[config.mk]
export PLATFORM = sky130hd
export DESIGN_NAME = fnc_flash_ctrl
export DESIGN_NICKNAME = d
export VERILOG_FILES = /design/src/logic/fnc_bus_cycle.v /design/src/logic/fnc_flash_ctrl.v
export VERILOG_INCLUDE_DIRS = /design/src /design/src/include
export SDC_FILE = /design/constraint.sdc
export NUM_CORES = 1
export LEC_CHECK = 0
export ABC_CLOCK_PERIOD_IN_PS = 5800
export BUFFER_PORTS_ARGS = -buffer_cell sky130_fd_sc_hd__buf_4
export CORE_MARGIN = 2
export CORE_UTILIZATION = 35
export CTS_CLUSTER_DIAMETER = 30
export DETAILED_ROUTE_END_ITERATION = 8
export SLEW_MARGIN = 5
export SYNTH_ARGS = -nofsm -noshare
export SYNTH_HDL_FRONTEND = slang
export SYNTH_SLANG_ARGS = --single-unit
[constraint.sdc]
create_clock -name hclk -period 5.8 [get_ports hclk]
set_input_delay 1.16 -clock hclk [delete_from_list [all_inputs] [get_ports hclk]]
set_output_delay 1.16 -clock hclk [all_outputs]
set_load 0.05 [all_outputs]
[src/include/fnc_consts.vh]
// Purpose: constants for the parallel NOR flash command controller
// Assumes: 250 MHz hclk, x16 flash with 20 address bits
// Notes:   one register word per 32-bit aligned offset
`ifndef FNC_CONSTS_VH
`define FNC_CONSTS_VH

// ==========================================================
// Register offsets
`define FNC_REG_CMD    8'h00
`define FNC_REG_ADDR   8'h04
`define FNC_REG_WDATA  8'h08
`define FNC_REG_RDATA  8'h0c
`define FNC_REG_STATUS 8'h10
`define FNC_REG_CFG    8'h14

// ==========================================================
// Status and config bit positions, reset values
`define FNC_ST_BUSY    0
`define FNC_ST_DONE    1
`define FNC_ST_ERR     2
`define FNC_ST_REFUSED 3
`define FNC_ST_ERASE   4
`define FNC_ST_SUSP    5
`define FNC_ST_RDY     6
`define FNC_CFG_WP     0
`define FNC_CFG_RESET  1'b1

// ==========================================================
// Operation codes written to the command register
`define FNC_OP_READ   3'h1
`define FNC_OP_PROG   3'h2
`define FNC_OP_SECT   3'h3
`define FNC_OP_BLOCK  3'h4
`define FNC_OP_SUSP   3'h5
`define FNC_OP_RESUME 3'h6
`define FNC_OP_POLL   3'h7

// ==========================================================
// Flash command words and unlock addresses
`define FNC_UNL_ADDR1  20'h00555
`define FNC_UNL_ADDR2  20'h002aa
`define FNC_UNL_DATA1  16'h00aa
`define FNC_UNL_DATA2  16'h0055
`define FNC_CMD_PROG   16'h00a0
`define FNC_CMD_ERASE  16'h0080
`define FNC_CMD_SECT   16'h0050
`define FNC_CMD_BLOCK  16'h0030
`define FNC_CMD_SUSP   16'h00b0
`define FNC_CMD_RESUME 16'h0030
`define FNC_TOGGLE_BIT 6
`define FNC_SECT_LSB   11
`define FNC_BLOCK_LSB  15

// ==========================================================
// Timing, in their own units, and derived cycle counts
`define FNC_CLK_MHZ     250
`define FNC_PERIOD_NS   4
`define FNC_T_ACC_NS    70
`define FNC_T_WE_NS     40
`define FNC_T_PROG_US   10
`define FNC_T_SUSP_US   20
`define FNC_ACC_CYC \
	((`FNC_T_ACC_NS + `FNC_PERIOD_NS - 1) / `FNC_PERIOD_NS)
`define FNC_WE_CYC \
	((`FNC_T_WE_NS + `FNC_PERIOD_NS - 1) / `FNC_PERIOD_NS)
`define FNC_PROG_CYC    (`FNC_T_PROG_US * `FNC_CLK_MHZ)
`define FNC_SUSP_CYC    (`FNC_T_SUSP_US * `FNC_CLK_MHZ)

`endif

[src/logic/fnc_bus_cycle.v]
// Purpose: one asynchronous read or write cycle on the flash pins
// Assumes: flash inputs synchronous to hclk
// Notes:   done pulses one cycle after select is released
`timescale 1ns/100ps
`include "fnc_consts.vh"

module fnc_bus_cycle
#(
	parameter [7:0] ACC_CYC = `FNC_ACC_CYC,
	parameter [7:0] WE_CYC  = `FNC_WE_CYC
)
(
	// Clock and reset
	input  wire        hclk,
	input  wire        hresetn,
	// Request
	input  wire        start,
	input  wire        wr,
	input  wire [19:0] addr,
	input  wire [15:0] wdata,
	output reg         done,
	output reg  [15:0] rdata,
	// Flash pins
	output reg  [19:0] flash_addr,
	output reg         flash_ce_n,
	output reg         flash_we_n,
	output reg         flash_oe_n,
	output reg  [15:0] flash_dq_out,
	output reg         flash_dq_oe,
	input  wire [15:0] flash_dq_in
);

	localparam [2:0] C_IDLE  = 3'h0;
	localparam [2:0] C_SETUP = 3'h1;
	localparam [2:0] C_PULSE = 3'h2;
	localparam [2:0] C_HOLD  = 3'h3;
	localparam [2:0] C_GAP   = 3'h4;

	reg [2:0] state_reg;
	reg       wr_reg;
	reg [7:0] cnt_reg;

	// ==========================================================
	// Cycle sequencer
	always @(posedge hclk or negedge hresetn)
	begin
		if (!hresetn)
		begin
			state_reg    <= C_IDLE;
			wr_reg       <= 1'b0;
			cnt_reg      <= 8'h00;
			done         <= 1'b0;
			rdata        <= 16'h0000;
			flash_addr   <= 20'h00000;
			flash_ce_n   <= 1'b1;
			flash_we_n   <= 1'b1;
			flash_oe_n   <= 1'b1;
			flash_dq_out <= 16'h0000;
			flash_dq_oe  <= 1'b0;
		end
		else
		begin
			done <= 1'b0;
			case (state_reg)
			C_IDLE:
				if (start)
				begin
					flash_addr   <= addr;
					flash_dq_out <= wdata;
					// never drive data while output enabled
					flash_dq_oe  <= wr;
					wr_reg       <= wr;
					flash_ce_n   <= 1'b0;
					state_reg    <= C_SETUP;
				end
			C_SETUP:
			begin
				// strobe falls only with select low
				if (wr_reg)
				begin
					flash_we_n <= 1'b0;
					cnt_reg    <= WE_CYC;
				end
				else
				begin
					flash_oe_n <= 1'b0;
					cnt_reg    <= ACC_CYC;
				end
				state_reg <= C_PULSE;
			end
			C_PULSE:
				if (cnt_reg <= 8'h01)
				begin
					// data held past the strobe rising edge
					flash_we_n <= 1'b1;
					flash_oe_n <= 1'b1;
					if (!wr_reg)
						rdata <= flash_dq_in;
					state_reg <= C_HOLD;
				end
				else
					cnt_reg <= cnt_reg - 8'h01;
			C_HOLD:
			begin
				flash_ce_n  <= 1'b1;
				state_reg   <= C_GAP;
			end
			C_GAP:
			begin
				flash_dq_oe <= 1'b0;
				done        <= 1'b1;
				state_reg   <= C_IDLE;
			end
			default:
				state_reg <= C_IDLE;
			endcase
		end
	end

endmodule

[src/logic/fnc_flash_ctrl.v]
// Purpose: AHB-Lite controlled command engine for a parallel NOR flash
// Assumes: single-word AHB transfers, zero wait states
// Notes:   erase runs in the background; software polls with POLL
`timescale 1ns/100ps
`include "fnc_consts.vh"

module fnc_flash_ctrl
#(
	parameter [12:0] PROG_CYC = `FNC_PROG_CYC,
	parameter [12:0] SUSP_CYC = `FNC_SUSP_CYC
)
(
	// Clock and reset
	input  wire        hclk,
	input  wire        hresetn,
	// AHB-Lite slave
	input  wire        hsel,
	input  wire [31:0] haddr,
	input  wire [1:0]  htrans,
	input  wire        hwrite,
	input  wire [2:0]  hsize,
	input  wire [31:0] hwdata,
	input  wire        hready,
	output wire        hreadyout,
	output wire        hresp,
	output reg  [31:0] hrdata,
	// Flash pins
	output wire [19:0] flash_addr,
	output wire        flash_ce_n,
	output wire        flash_we_n,
	output wire        flash_oe_n,
	output wire [15:0] flash_dq_out,
	output wire        flash_dq_oe,
	input  wire [15:0] flash_dq_in,
	output wire        flash_wp_n,
	input  wire        flash_ready_busy_n
);

	localparam [1:0] S_IDLE  = 2'h0;
	localparam [1:0] S_ISSUE = 2'h1;
	localparam [1:0] S_WAIT  = 2'h2;
	localparam [1:0] S_SUSP  = 2'h3;

	// ==========================================================
	// Command sequences as address and data per step
	function [35:0] step_word;
		input [2:0]  op;
		input [2:0]  step;
		input [19:0] a;
		input [15:0] d;
		reg   [35:0] u1;
		reg   [35:0] u2;
		begin
			u1 = {`FNC_UNL_ADDR1, `FNC_UNL_DATA1};
			u2 = {`FNC_UNL_ADDR2, `FNC_UNL_DATA2};
			case (op)
			// two unlock writes and the program command, then address and data
			`FNC_OP_PROG:
				case (step)
				3'h0:    step_word = u1;
				3'h1:    step_word = u2;
				3'h2:    step_word = {`FNC_UNL_ADDR1, `FNC_CMD_PROG};
				default: step_word = {a, d};
				endcase
			`FNC_OP_SECT, `FNC_OP_BLOCK:
				case (step)
				3'h0:    step_word = u1;
				3'h1:    step_word = u2;
				3'h2:    step_word = {`FNC_UNL_ADDR1, `FNC_CMD_ERASE};
				3'h3:    step_word = u1;
				3'h4:    step_word = u2;
				default: step_word = (op == `FNC_OP_SECT) ?
					{a, `FNC_CMD_SECT} : {a, `FNC_CMD_BLOCK};
				endcase
			`FNC_OP_SUSP:   step_word = {a, `FNC_CMD_SUSP};
			`FNC_OP_RESUME: step_word = {a, `FNC_CMD_RESUME};
			default:        step_word = {a, d};
			endcase
		end
	endfunction

	function [2:0] last_step;
		input [2:0] op;
		begin
			case (op)
			`FNC_OP_PROG:  last_step = 3'h3;
			`FNC_OP_SECT:  last_step = 3'h5;
			`FNC_OP_BLOCK: last_step = 3'h5;
			default:       last_step = 3'h0;
			endcase
		end
	endfunction

	// ==========================================================
	// State
	reg  [1:0]  state_reg;
	reg  [2:0]  op_reg;
	reg  [2:0]  step_reg;
	reg  [19:0] addr_reg;
	reg  [15:0] wdata_reg;
	reg  [15:0] rdata_reg;
	reg  [15:0] prev_reg;
	reg  [12:0] tmo_reg;
	reg         polling_reg;
	reg         first_reg;
	reg         done_reg;
	reg         err_reg;
	reg         refused_reg;
	reg         erase_act_reg;
	reg         susp_reg;
	reg         er_blk_reg;
	reg  [19:0] er_addr_reg;
	reg         wp_cfg_reg;
	reg         cyc_start_reg;
	reg         ap_wr_reg;
	reg  [7:0]  ap_addr_reg;
	reg         op_ok;
	reg  [31:0] rd_mux;

	wire        cyc_done;
	wire [15:0] cyc_rdata;
	wire [35:0] sw;
	wire        cyc_wr;
	wire        same_er;
	wire [2:0]  new_op;
	wire        busy;
	wire        wr_cmd;
	wire        wr_other;

	assign busy     = (state_reg != S_IDLE);
	assign new_op   = hwdata[2:0];
	assign wr_cmd   = ap_wr_reg && (ap_addr_reg == `FNC_REG_CMD);
	assign wr_other = ap_wr_reg && (ap_addr_reg == `FNC_REG_ADDR ||
		ap_addr_reg == `FNC_REG_WDATA || ap_addr_reg == `FNC_REG_CFG);
	assign sw       = polling_reg ? {addr_reg, wdata_reg} :
		step_word(op_reg, step_reg, addr_reg, wdata_reg);
	assign cyc_wr   = !polling_reg && op_reg != `FNC_OP_READ &&
		op_reg != `FNC_OP_POLL;
	assign same_er  = er_blk_reg ?
		(addr_reg[19:`FNC_BLOCK_LSB] == er_addr_reg[19:`FNC_BLOCK_LSB]) :
		(addr_reg[19:`FNC_SECT_LSB] == er_addr_reg[19:`FNC_SECT_LSB]);
	// protect level guards the boot area
	// protect level only changes while nothing runs
	assign flash_wp_n = wp_cfg_reg;
	assign hreadyout  = 1'b1;
	assign hresp      = 1'b0;

	// ==========================================================
	// Which operations may start now
	always @*
	begin
		case (new_op)
		`FNC_OP_READ:   op_ok = 1'b1;
		// no program while an erase would be running
		// program outside the suspended area only
		`FNC_OP_PROG:   op_ok = !erase_act_reg || (susp_reg && !same_er);
		// no new erase while one is pending
		`FNC_OP_SECT:   op_ok = !erase_act_reg;
		`FNC_OP_BLOCK:  op_ok = !erase_act_reg;
		// suspend and resume only around an erase
		`FNC_OP_SUSP:   op_ok = erase_act_reg && !susp_reg;
		`FNC_OP_RESUME: op_ok = susp_reg;
		`FNC_OP_POLL:   op_ok = erase_act_reg && !susp_reg;
		default:        op_ok = 1'b0;
		endcase
	end

	// ==========================================================
	// Register read mux
	always @*
	begin
		rd_mux = 32'h00000000;
		case (haddr[7:0])
		`FNC_REG_CMD:    rd_mux[2:0]  = op_reg;
		`FNC_REG_ADDR:   rd_mux[19:0] = addr_reg;
		`FNC_REG_WDATA:  rd_mux[15:0] = wdata_reg;
		`FNC_REG_RDATA:  rd_mux[15:0] = rdata_reg;
		`FNC_REG_STATUS:
		begin
			rd_mux[`FNC_ST_BUSY]    = busy;
			rd_mux[`FNC_ST_DONE]    = done_reg;
			rd_mux[`FNC_ST_ERR]     = err_reg;
			rd_mux[`FNC_ST_REFUSED] = refused_reg;
			rd_mux[`FNC_ST_ERASE]   = erase_act_reg;
			rd_mux[`FNC_ST_SUSP]    = susp_reg;
			// pin low while the flash is busy
			rd_mux[`FNC_ST_RDY]     = flash_ready_busy_n;
		end
		`FNC_REG_CFG:    rd_mux[`FNC_CFG_WP] = wp_cfg_reg;
		default:         rd_mux = 32'h00000000;
		endcase
	end

	// ==========================================================
	// AHB address phase capture
	always @(posedge hclk or negedge hresetn)
	begin
		if (!hresetn)
		begin
			ap_wr_reg   <= 1'b0;
			ap_addr_reg <= 8'h00;
			hrdata      <= 32'h00000000;
		end
		else if (hready)
		begin
			ap_wr_reg   <= hsel && htrans[1] && hwrite;
			ap_addr_reg <= haddr[7:0];
			if (hsel && htrans[1] && !hwrite)
				hrdata <= rd_mux;
		end
	end

	// ==========================================================
	// Command sequencer and software registers
	always @(posedge hclk or negedge hresetn)
	begin
		if (!hresetn)
		begin
			state_reg     <= S_IDLE;
			op_reg        <= 3'h0;
			step_reg      <= 3'h0;
			addr_reg      <= 20'h00000;
			wdata_reg     <= 16'h0000;
			rdata_reg     <= 16'h0000;
			prev_reg      <= 16'h0000;
			tmo_reg       <= 13'h0000;
			polling_reg   <= 1'b0;
			first_reg     <= 1'b0;
			done_reg      <= 1'b0;
			err_reg       <= 1'b0;
			refused_reg   <= 1'b0;
			erase_act_reg <= 1'b0;
			susp_reg      <= 1'b0;
			er_blk_reg    <= 1'b0;
			er_addr_reg   <= 20'h00000;
			wp_cfg_reg    <= `FNC_CFG_RESET;
			cyc_start_reg <= 1'b0;
		end
		else
		begin
			cyc_start_reg <= 1'b0;
			if (tmo_reg != 13'h1fff)
				tmo_reg <= tmo_reg + 13'h0001;
			// Settings change only when idle; no half-built sequence
			// command while busy is refused
			if (wr_cmd && busy)
				refused_reg <= 1'b1;
			// Suspended erase must let reads and programs elsewhere
			if (wr_other && (busy || (erase_act_reg && !susp_reg)))
				refused_reg <= 1'b1;
			else if (wr_other)
				case (ap_addr_reg)
				`FNC_REG_ADDR:  addr_reg   <= hwdata[19:0];
				`FNC_REG_WDATA: wdata_reg  <= hwdata[15:0];
				default:        wp_cfg_reg <= hwdata[`FNC_CFG_WP];
				endcase
			case (state_reg)
			S_IDLE:
				if (wr_cmd && op_ok)
				begin
					op_reg      <= new_op;
					step_reg    <= 3'h0;
					done_reg    <= 1'b0;
					err_reg     <= 1'b0;
					refused_reg <= 1'b0;
					state_reg   <= S_ISSUE;
				end
				else if (wr_cmd)
					refused_reg <= 1'b1;
			S_ISSUE:
			begin
				cyc_start_reg <= 1'b1;
				state_reg     <= S_WAIT;
			end
			S_WAIT:
				if (cyc_done && polling_reg)
				begin
					prev_reg  <= cyc_rdata;
					first_reg <= 1'b0;
					if (!first_reg && prev_reg[`FNC_TOGGLE_BIT] ==
						cyc_rdata[`FNC_TOGGLE_BIT])
					begin
						polling_reg <= 1'b0;
						rdata_reg   <= cyc_rdata;
						done_reg    <= 1'b1;
						if (op_reg == `FNC_OP_POLL)
							erase_act_reg <= 1'b0;
						state_reg   <= S_IDLE;
					end
					else if (op_reg == `FNC_OP_PROG &&
						tmo_reg >= PROG_CYC)
					begin
						polling_reg <= 1'b0;
						err_reg     <= 1'b1;
						state_reg   <= S_IDLE;
					end
					else
						state_reg <= S_ISSUE;
				end
				else if (cyc_done && step_reg == last_step(op_reg))
					case (op_reg)
					// program and poll end in toggle polling; the final read lands in rdata_reg unless a program times out
					`FNC_OP_PROG, `FNC_OP_POLL:
					begin
						polling_reg <= 1'b1;
						first_reg   <= 1'b1;
						tmo_reg     <= 13'h0000;
						state_reg   <= S_ISSUE;
					end
					// erase runs on after the sixth pulse
					`FNC_OP_SECT, `FNC_OP_BLOCK:
					begin
						erase_act_reg <= 1'b1;
						susp_reg      <= 1'b0;
						er_addr_reg   <= addr_reg;
						er_blk_reg    <= (op_reg == `FNC_OP_BLOCK);
						done_reg      <= 1'b1;
						state_reg     <= S_IDLE;
					end
					// give the flash time to reach read mode
					`FNC_OP_SUSP:
					begin
						tmo_reg   <= 13'h0000;
						state_reg <= S_SUSP;
					end
					`FNC_OP_RESUME:
					begin
						susp_reg  <= 1'b0;
						done_reg  <= 1'b1;
						state_reg <= S_IDLE;
					end
					default:
					begin
						rdata_reg <= cyc_rdata;
						done_reg  <= 1'b1;
						state_reg <= S_IDLE;
					end
					endcase
				else if (cyc_done)
				begin
					step_reg  <= step_reg + 3'h1;
					state_reg <= S_ISSUE;
				end
			S_SUSP:
				if (tmo_reg >= SUSP_CYC - 13'h0001)
				begin
					susp_reg  <= 1'b1;
					done_reg  <= 1'b1;
					state_reg <= S_IDLE;
				end
			default:
				state_reg <= S_IDLE;
			endcase
		end
	end

	// ==========================================================
	// Pin cycle engine
	fnc_bus_cycle u_cycle
	(
		.hclk         (hclk),
		.hresetn      (hresetn),
		.start        (cyc_start_reg),
		.wr           (cyc_wr),
		.addr         (sw[35:16]),
		.wdata        (sw[15:0]),
		.done         (cyc_done),
		.rdata        (cyc_rdata),
		.flash_addr   (flash_addr),
		.flash_ce_n   (flash_ce_n),
		.flash_we_n   (flash_we_n),
		.flash_oe_n   (flash_oe_n),
		.flash_dq_out (flash_dq_out),
		.flash_dq_oe  (flash_dq_oe),
		.flash_dq_in  (flash_dq_in)
	);

endmodule

==> run_results.csv <==
group,metric,value,unit
worst_hold_path,holdCritPathClass,"flip-flop to flip-flop",
sta,period_share,53.8,%
drt,finalWirelength,22.7,mm
power,ir_drop,0.333,mV
drt,vias,6660,
power,power.total,4.21,mW
die,start_util,35.4,%
worst_setup_path,slowest_stage,"nor2b_1",
finish,register_area,4780,µm²
worst_setup_path,arrival,3.49,ns
power,power_density,390,nW/µm²
drt,routed_via_density,5.22,
finish,num-nets-final,1027,
worst_setup_path,crit_fanout,13,
drt,ant_nets,0,
clock_network,cts-buffers-inserted,17,
sta,rsz0062_at_grt,"no",
worst_setup_path,cpLargestDelayFamily,"simple AND/OR/NAND/NOR gates",
global_route,antenna_found_initial,0,
worst_setup_path,end_kind,"flip-flop",
sta,worst_slew_pin_slew,1.15,ns
die,fp-row-count,59,
sta,fmax,320,MHz
place,dp.cells,1243,
clock_network,clock_path_buffers,2,
yosys,syn_area_per_cell,11.0,µm²
sta,slew_headroom,22.5,%
worst_setup_path,crit_path_cell_trace,"buf_4 > or2_2 > or4b_1 > nor2b_1 > nand2_1 > nand2_1 > a22o_1",
yosys,yosys_warnings,0,
finish,layout-drive-gt1-share,29.5,%
clock_network,cts_tree,"built",
finish,stdcell_count,1275,
drt,drt_iter0_drc,499,
global_route,grt_overflow,0,
clock_network,cts_sinks,191,
drt,dr.pass1.iters,5,
finish,final_cell_mix,"dfrtp_1, buf_4, nand2_1",
global_route,grt_max_degree,86,
clock_network,htreeDepth,4,
clock_network,ctsHoldBuffers,0,
yosys,synth_edf_count,0,
yosys,ys_types,89,
sta,slew_violations,0,
die,io_pins,166,
worst_setup_path,crit_top_cell,"nand2_1",
sta,finalSetupViolCount,0,
place,portBuffers,111,
drt,drcViolationCount,0,
worst_setup_path,critPathBufInv,1,
finish,multi_input_area,4090,µm²
clock_network,clkTransAtPathRegs,0.07,ns
yosys,synth.ff_latch_count,191,
die,die_y,166,µm
global_route,grt_usage,16.5,%
run_status,outcome,"finished, final reports clean",
place,gp_congestion,0.828,
worst_setup_path,r2r_slack,2.86,ns
yosys,synthArstFlopShare,100,%
clock_network,clk-insertion-delay-late,0.44,ns
die,die_w,166,µm
finish,fill_cells,2473,
finish,antenna_cells,0,
worst_setup_path,slowest_delay,0.90,ns
worst_setup_path,start_kind,"primary input",
yosys,ys_dominant_reg_cell,"dfrtp_1",
finish,synthToLayoutAreaGrowth,18.0,%
sta,hold_violations,0,
yosys,netlist_instances,832,
global_route,grt_pass1_wl,36.2,mm
finish,final_common_cell,"dfrtp_1",
finish,fin_util,41.8,%
sta,final.setup_skew,0.0118,ns
die,core,25800,µm²
clock_network,cts_root_buf,"clkbuf_16",
global_route,first_global_vias,6441,
sta,period_minus_slack,3.12,ns
worst_setup_path,crit_type,"primary input to flip-flop",
job,cap_violations,0,
yosys,syn_area,9160,µm²
place,dpl.hpwl,16.3,mm
clock_network,post_cts_resized,0,
die,die_area,27500,µm²
worst_setup_path,required,6.17,ns
sta,fin_setup_tns,0,ns
yosys,ys_seq_area_share,52.3,%
power,leakage,4.98,nW
clock_network,post_cts_buffers,0,
drt,wl_per_cell,17.8,µm
-- final cells by class --
cell class / instances / share of cell area (%)
inverter: 13 / 0.452
multi-input combinational: 586 / 37.8
clock inverter: 15 / 1.39
sequential: 191 / 44.3
tap: 335 / 3.88
timing repair buffer: 118 / 8.26
clock buffer: 17 / 3.94
-- Yosys cell counts (all sizes together), types with 4 or more instances --
cell | instances | area [µm²]
nand4 | 9 | 56.3
mux2 | 88 | 1000
nand3b | 4 | 33.8
a211oi | 4 | 35.0
o21a | 4 | 30.0
nor2b | 10 | 62.6
dfstp | 4 | 105
a21o | 7 | 53.8
xnor2 | 8 | 70.1
nor3b | 4 | 40.0
a22o | 21 | 185
nand3 | 13 | 77.6
a221o | 5 | 50.1
mux2i | 11 | 110
nor2 | 81 | 329
dfrtp | 187 | 4680
nor3 | 10 | 50.1
nand2 | 90 | 340
or3 | 6 | 43.8
inv | 13 | 48.8
nand2b | 5 | 31.3
o21ai | 50 | 254
clkbuf | 22 | 83.8
a21oi | 31 | 155
xor2 | 17 | 149
or2 | 8 | 50.1
a22oi | 13 | 97.6
and2 | 4 | 25.0
buf | 32 | 214
a221oi | 7 | 61.3
ha | 9 | 113
-- routing by layer --
| layer | vias to the layer above | track usage [%] | share of wire, % |
|---|---|---|---|
| met5 | - | 0 | 0 |
| met4 | 0 | 4.35 | 1.1 |
| met3 | 20 | 3.62 | 5.4 |
| met2 | 202 | 24.6 | 44 |
| met1 | 3299 | 24.4 | 49 |
| li1 | 3139 | - | - |
-- kinds of logic (layout without fill, tap and decap cells) --
| group | after synthesis | after routing | synth area share [%] |
|---|---|---|---|
| DFF | 191 | 191 | 52.3 |
| xor gates and xnor gates | 25 | 25 | 2.39 |
| and+or+nand+nor | 261 | 261 | 14.4 |
| buffers and inverters | 67 | 163 | 3.79 |
| adders and majority gates | 9 | 9 | 1.23 |
| other | 2 | 14 | 0.0820 |
| muxes | 100 | 100 | 12.4 |
| AOI/OAI and AO/OA | 177 | 177 | 13.4 |
-- report_power, final --
part | leakage [nW] | internal (mW) | switching [mW]
clock network | 0.277 | 0.572 | 0.570
registers | 2.50 | 1.58 | 0.248
logic | 2.20 | 0.466 | 0.778
total | 4.98 | 2.62 | 1.60
-- metrics by stage --
stage | setup WS, ns | hold WS, ns | instance area (µm²)
global placement | 2.23 | 0.462 | 10200
floorplan | 2.98 | 0.465 | 9200
global route | 2.52 | 0.513 | 10800
finish | 2.68 | 0.482 | 10800
detailed placement | 2.22 | 0.472 | 10200
CTS | 2.68 | 0.489 | 10800
-- worst min-delay path, delay by kind of cell (launching register included) --
| kind | cells | cell delay (ns) |
|---|---|---|
| flops | 1 | 0.35 |
| compound gates | 1 | 0.06 |
| simple gates | 1 | 0.04 |
-- path summary, 6_finish.rpt --
path / startpoint / end / depth (start not counted)
max in group asynchronous: hresetn / tmo_reg[12] / 2
worst min-delay path: u_cycle.flash_addr[16] / u_cycle.flash_addr[16] / 2
worst max register to register: op_reg[1] / tmo_reg[10] / 6
worst max-delay path: haddr[5] / hrdata[12] / 7
worst min register to register: u_cycle.flash_addr[16] / u_cycle.flash_addr[16] / 2
min in group asynchronous: hresetn / wdata_reg[13] / 1
No activity file was read; power rests on OpenSTA's default activity.
